File: config.mk
export PLATFORM = sky130hd
export DESIGN_NAME = guest_activity_event_blocking_state
export DESIGN_NICKNAME = d
export VERILOG_FILES = /design/src/logic/guest_state_pkg.sv /design/src/logic/guest_activity_event_blocking_state.sv
export SDC_FILE = /design/constraint.sdc
export NUM_CORES = 1
export LEC_CHECK = 0
export ABC_CLOCK_PERIOD_IN_PS = 2500
export BUFFER_PORTS_ARGS = -buffer_cell sky130_fd_sc_hd__buf_4
export CAP_MARGIN = 20
export CELL_PAD_IN_SITES_DETAIL_PLACEMENT = 1
export CELL_PAD_IN_SITES_GLOBAL_PLACEMENT = 1
export CORE_UTILIZATION = 45
export DETAILED_ROUTE_END_ITERATION = 12
export GPL_TIMING_DRIVEN = 0
export PLACE_DENSITY_LB_ADDON = 0.15
export REMOVE_ABC_BUFFERS = 1
export SKIP_LAST_GASP = 1
export SLEW_MARGIN = 20
export SYNTH_ARGS = -nofsm -noshare
export SYNTH_HDL_FRONTEND = slang
export SYNTH_SLANG_ARGS = --single-unit
File: constraint.sdc
create_clock -name i_clk -period 2.5 [get_ports i_clk]
set_clock_uncertainty 0.1 [all_clocks]
set_input_delay 0.625 -clock i_clk [delete_from_list [all_inputs] [get_ports i_clk]]
set_output_delay 0.625 -clock i_clk [all_outputs]
set_load 0.01 [all_outputs]
File: src/logic/guest_state_pkg.sv
// Package of constants for the guest non-register state block
package guest_state_pkg;
   // ----------------------------------------------------------------
   // Register byte addresses, four apart
   // ----------------------------------------------------------------
   localparam logic [7:0] ADDR_ACTIVITY   = 8'h00;
   localparam logic [7:0] ADDR_INTR_STATE = 8'h04;
   localparam logic [7:0] ADDR_PDBG_LO    = 8'h08;
   localparam logic [7:0] ADDR_PDBG_HI    = 8'h0C;
   localparam logic [7:0] ADDR_CTRL       = 8'h10;
   localparam logic [7:0] ADDR_IRQ_STATUS = 8'h14;
   localparam logic [7:0] ADDR_IRQ_MASK   = 8'h18;
   localparam logic [7:0] ADDR_CAPS       = 8'h1C;

   // ----------------------------------------------------------------
   // Activity state encodings
   // ----------------------------------------------------------------
   localparam logic [31:0] ACT_RUNNING  = 32'h0000_0000;
   localparam logic [31:0] ACT_HALTED   = 32'h0000_0001;
   localparam logic [31:0] ACT_SHUTDOWN = 32'h0000_0002;
   localparam logic [31:0] ACT_WAIT_SIP = 32'h0000_0003;
   // Supported encodings, one bit per encoding
   localparam logic [31:0] CAPS_VALUE   = 32'h0000_000F;

   // ----------------------------------------------------------------
   // Field positions
   // ----------------------------------------------------------------
   localparam int BIT_BLK_SIF   = 0;
   localparam int BIT_BLK_SSL   = 1;
   localparam int BIT_BLK_SMI   = 2;
   localparam int BIT_BLK_NMI   = 3;
   localparam int BIT_CTRL_VNMI = 0;
   localparam int BIT_PDBG_EN   = 12;
   localparam int BIT_PDBG_BS   = 14;
   localparam logic [31:0] INTR_RSVD_MASK = 32'hFFFF_FFF0;

   // Interrupt status bits
   localparam int IRQ_ENTRY_FAIL = 0;
   localparam int IRQ_SHUTDOWN   = 1;
   localparam int IRQ_EXIT_DONE  = 2;
   localparam int IRQ_ENTRY_DONE = 3;
   localparam int IRQ_W          = 4;

   // ----------------------------------------------------------------
   // Reset values
   // ----------------------------------------------------------------
   localparam logic [31:0] RST_ACTIVITY = 32'h0000_0000;
   localparam logic [31:0] RST_INTR     = 32'h0000_0000;
   localparam logic [63:0] RST_PDBG     = 64'h0000_0000_0000_0000;
endpackage : guest_state_pkg

File: src/logic/guest_activity_event_blocking_state.sv
// Guest activity, interruptibility and pending-debug state holder
//
// Chosen here: the plain strobed port and the register offsets.
`timescale 1ns/1ns
// Behaviour
// RULE1: 32-bit activity field, zero means running
// RULE2: Activity one means halted by halt
// RULE3: Activity two means shutdown after serious error
// RULE4: Activity three means waiting for startup interrupt
// RULE5: Fault during double fault delivery gives shutdown
// RULE6: Monitor-wait inactivity never shown in activity
// RULE7: Software checks capability register before use
// RULE8: Bit0 set by interrupt-flag set blocking
// RULE9: Bit1 set by stack segment load blocking
// RULE10: Bit2 shows system-management interrupts blocked
// RULE11: Bit3 NMI blocked until interrupt return
// RULE12: Clear bit3 does not mean NMI free
// RULE13: Virtual NMI mode makes bit3 guest readiness
// RULE14: Entry fails when interruptibility bits 31:4 set
// RULE15: 64-bit pending debug exceptions field kept
// RULE16: Store on exit, load on entry
// RULE17: Breakpoint hit flags set regardless of enable
// RULE18: Reset clears all three fields to zero
module guest_activity_event_blocking_state
   import guest_state_pkg::*;
(
   // Clock, reset, enable
   input  wire logic        i_clk,
   input  wire logic        i_rst_b,
   input  wire logic        i_ce,
   // Register port
   input  wire logic [7:0]  i_addr,
   input  wire logic [31:0] i_wdata,
   input  wire logic        i_wr,
   input  wire logic        i_rd,
   output logic      [31:0] o_rdata,
   // Core events, one-cycle pulses; i_interrupt_flag is a level
   input  wire logic        i_vm_exit,
   input  wire logic        i_vm_entry,
   input  wire logic        i_halt_instruction,
   input  wire logic        i_startup_interprocessor_interrupt,
   input  wire logic        i_wait_startup,
   input  wire logic        i_serious_error,
   input  wire logic        i_exception,
   input  wire logic        i_monitor_wait_instruction,
   input  wire logic        i_set_interrupt_flag_instruction,
   input  wire logic        i_interrupt_flag,
   input  wire logic        i_stack_segment_load,
   input  wire logic        i_instruction_retired,
   input  wire logic        i_system_management_interrupt,
   input  wire logic        i_rsm,
   input  wire logic        i_nmi_delivered,
   input  wire logic        i_interrupt_return_instruction,
   input  wire logic        i_double_fault_start,
   input  wire logic        i_double_fault_done,
   input  wire logic [3:0]  i_breakpoint_hit_flags,
   input  wire logic        i_enabled_breakpoint,
   input  wire logic        i_single_step,
   input  wire logic        i_debug_delivered,
   // Core state mirrors, one cycle behind the live state, and event outputs
   output logic      [31:0] o_activity,
   output logic      [31:0] o_interruptibility,
   output logic      [63:0] o_pending_debug,
   output logic             o_entry_fail,
   output logic             o_irq
);

   // ----------------------------------------------------------------
   // Storage
   // ----------------------------------------------------------------
   logic [31:0] live_act_ff;
   logic [31:0] live_intr_ff;
   logic [63:0] live_pdbg_ff;
   logic [31:0] gst_act_ff;
   logic [31:0] gst_intr_ff;
   logic [63:0] gst_pdbg_ff;
   logic        vnmi_ff;
   logic        in_df_ff;
   logic        in_vm_ff;
   logic [IRQ_W-1:0] irq_stat_ff;
   logic [IRQ_W-1:0] irq_mask_ff;
   logic [IRQ_W-1:0] irq_set;
   logic        entry_bad;
   logic        entry_ok;
   logic        triple;
   logic        wr_act;
   logic        wr_intr;
   logic        wr_plo;
   logic        wr_phi;
   logic        wr_ctrl;
   logic        wr_mask;
   logic        rd_stat;
   logic        exit_save;

   assign entry_bad = i_vm_entry && ((gst_intr_ff & INTR_RSVD_MASK) != 32'h0000_0000); //RULE14
   assign entry_ok  = i_vm_entry && !entry_bad;
   assign triple    = in_df_ff && i_exception; //RULE5
   assign wr_act    = i_wr && (i_addr == ADDR_ACTIVITY);
   assign wr_intr   = i_wr && (i_addr == ADDR_INTR_STATE);
   assign wr_plo    = i_wr && (i_addr == ADDR_PDBG_LO);
   assign wr_phi    = i_wr && (i_addr == ADDR_PDBG_HI);
   assign wr_ctrl   = i_wr && (i_addr == ADDR_CTRL);
   assign wr_mask   = i_wr && (i_addr == ADDR_IRQ_MASK);
   assign rd_stat   = i_rd && (i_addr == ADDR_IRQ_STATUS);
   // Only an exit from a cleanly entered guest overwrites the guest fields
   assign exit_save = i_vm_exit && in_vm_ff; //RULE16

   // ----------------------------------------------------------------
   // Double fault tracking
   // ----------------------------------------------------------------
   always_ff @(posedge i_clk or negedge i_rst_b)
   begin
      if (!i_rst_b)
         in_df_ff <= 1'b0;
      else if (i_ce)
      begin
         if (i_double_fault_start)
            in_df_ff <= 1'b1;
         else if (i_double_fault_done || triple)
            in_df_ff <= 1'b0;
      end
   end

   // ----------------------------------------------------------------
   // Live activity state
   // ----------------------------------------------------------------
   // Monitor-wait is ignored on purpose: that sleep is not encoded here
   always_ff @(posedge i_clk or negedge i_rst_b)
   begin
      if (!i_rst_b)
         live_act_ff <= RST_ACTIVITY; //RULE18
      else if (i_ce)
      begin
         if (entry_ok)
            live_act_ff <= gst_act_ff; //RULE16
         else if (triple || i_serious_error)
            live_act_ff <= ACT_SHUTDOWN; //RULE3
         else if (i_wait_startup)
            live_act_ff <= ACT_WAIT_SIP; //RULE4
         else if (i_halt_instruction && (live_act_ff == ACT_RUNNING))
            live_act_ff <= ACT_HALTED; //RULE2
         else if (i_startup_interprocessor_interrupt && (live_act_ff == ACT_WAIT_SIP))
            live_act_ff <= ACT_RUNNING; //RULE1
         else if (i_monitor_wait_instruction)
            live_act_ff <= live_act_ff; //RULE6
      end
   end

   // ----------------------------------------------------------------
   // Live interruptibility state
   // ----------------------------------------------------------------
   always_ff @(posedge i_clk or negedge i_rst_b)
   begin
      if (!i_rst_b)
         live_intr_ff <= RST_INTR;
      else if (i_ce)
      begin
         if (entry_ok)
            live_intr_ff <= gst_intr_ff;
         else
         begin
            // Shadow bits last one instruction; a new setter wins over expiry
            if (i_set_interrupt_flag_instruction && !i_interrupt_flag)
               live_intr_ff[BIT_BLK_SIF] <= 1'b1; //RULE8
            else if (i_instruction_retired)
               live_intr_ff[BIT_BLK_SIF] <= 1'b0;
            if (i_stack_segment_load)
               live_intr_ff[BIT_BLK_SSL] <= 1'b1; //RULE9
            else if (i_instruction_retired)
               live_intr_ff[BIT_BLK_SSL] <= 1'b0;
            if (i_system_management_interrupt)
               live_intr_ff[BIT_BLK_SMI] <= 1'b1; //RULE10
            else if (i_rsm)
               live_intr_ff[BIT_BLK_SMI] <= 1'b0;
            // In virtual mode the bit is guest readiness, left to software
            if (!vnmi_ff && (i_nmi_delivered || i_system_management_interrupt))
               live_intr_ff[BIT_BLK_NMI] <= 1'b1; //RULE11
            else if (!vnmi_ff && i_interrupt_return_instruction)
               live_intr_ff[BIT_BLK_NMI] <= 1'b0; //RULE13
            live_intr_ff[31:4] <= 28'h0000000;
         end
      end
   end

   // ----------------------------------------------------------------
   // Live pending debug exceptions
   // ----------------------------------------------------------------
   always_ff @(posedge i_clk or negedge i_rst_b)
   begin
      if (!i_rst_b)
         live_pdbg_ff <= RST_PDBG;
      else if (i_ce)
      begin
         if (entry_ok)
            live_pdbg_ff <= gst_pdbg_ff;
         else if (i_debug_delivered)
            live_pdbg_ff <= RST_PDBG;
         else
         begin
            live_pdbg_ff[3:0]         <= live_pdbg_ff[3:0] | i_breakpoint_hit_flags; //RULE17
            live_pdbg_ff[BIT_PDBG_EN] <= live_pdbg_ff[BIT_PDBG_EN] | i_enabled_breakpoint;
            live_pdbg_ff[BIT_PDBG_BS] <= live_pdbg_ff[BIT_PDBG_BS] | i_single_step; //RULE15
         end
      end
   end

   // ----------------------------------------------------------------
   // Guest fields: software writes, stored on exit
   // ----------------------------------------------------------------
   // A storing exit wins over a software write in the same cycle
   always_ff @(posedge i_clk or negedge i_rst_b)
   begin
      if (!i_rst_b)
         gst_act_ff <= RST_ACTIVITY; //RULE18
      else if (i_ce)
      begin
         if (exit_save)
            gst_act_ff <= live_act_ff; //RULE16
         else if (wr_act)
            gst_act_ff <= i_wdata;
      end
   end

   always_ff @(posedge i_clk or negedge i_rst_b)
   begin
      if (!i_rst_b)
         gst_intr_ff <= RST_INTR;
      else if (i_ce)
      begin
         if (exit_save)
            gst_intr_ff <= live_intr_ff;
         else if (wr_intr)
            gst_intr_ff <= i_wdata;
      end
   end

   always_ff @(posedge i_clk or negedge i_rst_b)
   begin
      if (!i_rst_b)
         gst_pdbg_ff <= RST_PDBG;
      else if (i_ce)
      begin
         if (exit_save)
            gst_pdbg_ff <= live_pdbg_ff;
         else
         begin
            if (wr_plo)
               gst_pdbg_ff[31:0] <= i_wdata;
            if (wr_phi)
               gst_pdbg_ff[63:32] <= i_wdata;
         end
      end
   end

   // ----------------------------------------------------------------
   // Virtual NMI control
   // ----------------------------------------------------------------
   always_ff @(posedge i_clk or negedge i_rst_b)
   begin
      if (!i_rst_b)
         vnmi_ff <= 1'b0;
      else if (i_ce && wr_ctrl)
         vnmi_ff <= i_wdata[BIT_CTRL_VNMI]; //RULE13
   end

   // ----------------------------------------------------------------
   // Interrupt mask
   // ----------------------------------------------------------------
   always_ff @(posedge i_clk or negedge i_rst_b)
   begin
      if (!i_rst_b)
         irq_mask_ff <= '0;
      else if (i_ce && wr_mask)
         irq_mask_ff <= i_wdata[IRQ_W-1:0];
   end

   // ----------------------------------------------------------------
   // Guest-mode tracking
   // ----------------------------------------------------------------
   always_ff @(posedge i_clk or negedge i_rst_b)
   begin
      if (!i_rst_b)
         in_vm_ff <= 1'b0;
      else if (i_ce)
      begin
         if (entry_ok)
            in_vm_ff <= 1'b1;
         else if (i_vm_exit)
            in_vm_ff <= 1'b0;
      end
   end

   // ----------------------------------------------------------------
   // Interrupt status: read clears, a new event wins over the clear
   // ----------------------------------------------------------------
   always_comb
   begin
      irq_set                 = '0;
      irq_set[IRQ_ENTRY_FAIL] = entry_bad;
      irq_set[IRQ_SHUTDOWN]   = triple || i_serious_error;
      irq_set[IRQ_EXIT_DONE]  = exit_save;
      irq_set[IRQ_ENTRY_DONE] = entry_ok;
   end

   always_ff @(posedge i_clk or negedge i_rst_b)
   begin
      if (!i_rst_b)
         irq_stat_ff <= '0;
      else if (i_ce)
      begin
         if (rd_stat)
            irq_stat_ff <= irq_set;
         else
            irq_stat_ff <= irq_stat_ff | irq_set;
      end
   end

   // ----------------------------------------------------------------
   // Core state mirrors, one cycle behind the live state
   // ----------------------------------------------------------------
   always_ff @(posedge i_clk or negedge i_rst_b)
   begin
      if (!i_rst_b)
      begin
         o_activity         <= RST_ACTIVITY;
         o_interruptibility <= RST_INTR;
         o_pending_debug    <= RST_PDBG;
      end
      else if (i_ce)
      begin
         o_activity         <= live_act_ff;
         o_interruptibility <= live_intr_ff; //RULE12
         o_pending_debug    <= live_pdbg_ff;
      end
   end

   // ----------------------------------------------------------------
   // Event outputs
   // ----------------------------------------------------------------
   // New events are ORed in so the level rises one cycle after them
   always_ff @(posedge i_clk or negedge i_rst_b)
   begin
      if (!i_rst_b)
      begin
         o_entry_fail <= 1'b0;
         o_irq        <= 1'b0;
      end
      else if (i_ce)
      begin
         o_entry_fail <= entry_bad; //RULE14
         o_irq        <= |((irq_stat_ff | irq_set) & irq_mask_ff);
      end
   end

   // ----------------------------------------------------------------
   // Read data: stands one cycle after the read strobe, zero otherwise
   // ----------------------------------------------------------------
   always_ff @(posedge i_clk or negedge i_rst_b)
   begin
      if (!i_rst_b)
         o_rdata <= 32'h0000_0000;
      else if (i_ce)
      begin
         o_rdata <= 32'h0000_0000;
         if (i_rd)
         begin
            unique case (i_addr)
               ADDR_ACTIVITY:   o_rdata <= gst_act_ff;
               ADDR_INTR_STATE: o_rdata <= gst_intr_ff;
               ADDR_PDBG_LO:    o_rdata <= gst_pdbg_ff[31:0];
               ADDR_PDBG_HI:    o_rdata <= gst_pdbg_ff[63:32];
               ADDR_CTRL:       o_rdata <= {31'h00000000, vnmi_ff};
               ADDR_IRQ_STATUS: o_rdata <= {28'h0000000, irq_stat_ff};
               ADDR_IRQ_MASK:   o_rdata <= {28'h0000000, irq_mask_ff};
               ADDR_CAPS:       o_rdata <= CAPS_VALUE; //RULE7
               default:         o_rdata <= 32'h0000_0000;
            endcase
         end
      end
   end

endmodule : guest_activity_event_blocking_state

==> metrics.md <==
| Metric | Value |
|---|---|
| Status | `complete, but fails checks` |
| Failing checks | `setup timing` |
| Max clock buf depth | `3` |
| Detailed Place HPWL | `36.41 mm` |
| Num CTS Buffers | `46` |
| Die width | `198.5 um` |
| Syn_area_per_cell | `11.99 um2` |
| Pwr dens | `728.1 mW/mm2` |
| Die H | `198.5 um` |
| Min-delay src | `i_double_fault_start` |
| LEAKAGE | `10.55 nW` |
| Primary FF master, synth | `dfrtp_1` |
| GRT Util Overall | `29.86%` |
| Wire per inst | `25.99 um` |
| Fmax | `0.3966 GHz` |
| Slew Viols, Final | `0` |
| Largest net degree at the start of global routing | `82` |
| Via density | `6.055` |
| Tcrit/Tclk final | `100.9%` |
| Layout cell share with drive strength beyond 1 | `30.44%` |
| Setup ws final | `-21.68 ps` |
| # H-tree levels | `2` |
| Max-cap violation count | `0` |
| Layout area overhead | `27.32%` |
| Finish-stage setup viols | `1` |
| Clk root buf | `clkbuf_16` |
| CP max stage delay | `740 ps` |
| Overflow after GRT | `0` |
| Area post-placement | `0.02017 mm2` |
| CTS tree | `done` |
| Number of synthesized flops with an enable pin | `0` |
| Beginning of the critical path | `i_addr[1]` |
| Skew-Pair Late Insertion Delay | `570 ps` |
| CP max FO | `16` |
| Clk pin slew, worst setup/hold paths | `60 ps` |
| CP required | `2880 ps` |
| DRC viols | `0` |
| NumNets Final | `1753` |
| Initial Util | `45.91%` |
| # rows | `71` |
| Final Hold Violating Endpoints | `0` |
| Max_slew headroom | `44.53%` |
| Crit-path slowest cell | `or4b_1` |
| Routed Antenna Nets | `0` |
| Ordered list of cells on the worst path | `buf_4 > or4b_1 > nor2_4 > buf_16 > a22o_1 > a2111oi_0 > o2bb2ai_1` |
| Reg-to-reg slack, setup | `90 ps` |
| Unique cell type count in the Yosys netlist | `51` |
| YS warnings | `0` |
| Most frequent cell after synthesis | `dfrtp_1` |
| RD Place Congestion | `0.7982` |
| DR vias | `13490` |
| Tmin final | `2522 ps` |
| CP endpoint kind | `register` |
| Clk sinks | `429` |
| Mapped Area | `0.01737 mm2` |
| Io pins | `232` |
| Global-route wire length before repair | `87.61 mm` |
| Leading area contributor after synthesis | `dfrtp_1` |
| Initial DRT Pass Iterations | `5` |
| Final wirelength | `57.88 mm` |
| Critical path data arrival time | `2900 ps` |
| Initial antenna violation count | `1` |
| Die ar. | `0.03940 mm2` |
| #FFs+latches synth | `429` |
| Worst Tran Pin Value | `811.0 ps` |
| Main area contributors after synthesis | `dfrtp_1, mux2_2, a21oi_1` |
| Critical R2R Launch | `in_vm_ff` |
| Critical path class | `in -> reg` |
| Synth cell count leaders | `dfrtp_1, a21oi_1, nor2_1` |
| Via count of the first global-routing pass | `14340` |
| WHS | `195.7 ps` |
| DR iter-0 viols | `775` |
| Max IR drop VDD | `539.3 uV` |
| Syn Inst Count | `1449` |
| Port buffer count | `230` |
| Area fraction of the dominant cell type after synthesis | `61.79%` |
| RSZ-0062 raised after global routing | `yes` |
| Async set or reset register ratio after synthesis | `100.0%` |
| Cell area after layout | `0.02212 mm2` |
| Worst Setup Start Kind | `primary input` |
| Type of the most critical hold path | `in -> reg` |
| Sequential fraction of the synthesis area | `61.79%` |
| Core area | `0.03784 mm2` |
[metal layers]
metal | GRT usage, % | part of all wire, %
met2 | 48.06 | 48
met1 | 40.83 | 43
met5 | 0 | 0
met4 | 11.79 | 3.2
met3 | 4.442 | 5.9
[report_power, final]
part / switching, W / internal, W / leakage [nW]
clock: 0.00276 / 0.00387 / 0.719
combinational: 0.000790 / 0.000615 / 4.10
sequential: 0.000568 / 0.00750 / 5.73
[critical path, delay by kind of cell]
family / cells / cell delay [ps]
AND/OR/NAND/NOR: 2 / 1400
AO/OA/AOI/OAI: 3 / 480
buffers and inverters: 2 / 380
[layout make-up]
cell class	count	area (um2)
fillers	3854	15730
repair buffers	288	2879
well taps	511	639.4
inverters	12	52.55
diodes	1	2.502
multi-input cells	906	6356
flip-flops and latches	429	10740
clock inverters	10	81.33
clock buffers	70	1373
[registers in the layout, indices dropped and copies added, names as in the netlist]
name and cells:
gst_act_ff 32, live_act_ff 32, o_rdata 32, vnmi_ff 1, gst_pdbg_ff 64, in_vm_ff 1
in_df_ff 1, live_intr_ff 32, irq_stat_ff 4, o_entry_fail 1, live_pdbg_ff 64, o_interruptibility 32
irq_mask_ff 4, o_activity 32, o_pending_debug 64, gst_intr_ff 32, o_irq 1
[repair_timing]
action | 4_1_cts | 5_1_grt
gates resized for setup | 20 | 7
pin swaps | 8 | 7
cloned | 5 | 1
setup endpoints to repair | 221 | 97
hold buffers | 1 | 0
buffers inserted | 13 | 7
endpoints found under the hold margin | 56 | 0
[through the flow]
| step | TNS [ps] | setup slack, ps | std cells | power, W | utilization, % |
|---|---|---|---|---|---|
| finish | -21.68 | -21.68 | 2227 | 0.01611 | 58.45 |
| global placement | -3101180 | -7361 | 2085 | 0.009258 | 50.91 |
| detailed placement | -241760 | -1448 | 2119 | 0.009456 | 53.30 |
| CTS | -4.191 | -4.191 | 2218 | 0.01620 | 58.07 |
| floorplan | -313390 | -2022 | 1344 | 0.008632 | - |
| global route | -60.07 | -48.73 | 2227 | 0.01669 | 58.45 |
[kinds of logic (layout without fill, tap and decap cells)]
| family | count (synthesis) | in the layout | synth area share [%] |
|---|---|---|---|
| compound gates | 500 | 501 | 18.86 |
| flops | 429 | 429 | 61.79 |
| simple gates | 265 | 267 | 7.461 |
| mux | 138 | 138 | 8.909 |
| buf+inv | 117 | 380 | 2.982 |
| other cells | 0 | 1 | 0 |
[cell usage in the layout (no fill, tap or decap), types with 12 or more instances in the layout]
cell / netlist / layout
dfrtp_1: 429 / 429
mux2_2: 133 / 133
o2bb2ai_1: 33 / 33
clkbuf_1: 61 / 12
nand2_1: 15 / 14
buf_16: 0 / 22
a21oi_1: 258 / 258
clkbuf_16: 0 / 48
a221oi_1: 28 / 28
nor2_1: 140 / 135
buf_12: 0 / 15
nor2b_1: 29 / 29
o21ai_0: 27 / 26
a22o_1: 119 / 119
buf_4: 3 / 243
and2_1: 34 / 33
[path summary, 6_finish.rpt]
kind	endpoint	depth (start not counted)
hold / removal	in_df_ff	2
setup / recovery	o_rdata[0]	7
max in group asynchronous	gst_pdbg_ff[17]	5
setup reg to reg	gst_act_ff[31]	7
min in group asynchronous	live_pdbg_ff[61]	2
hold reg to reg	o_rdata[3]	1
(Power assumes the default switching activity.)
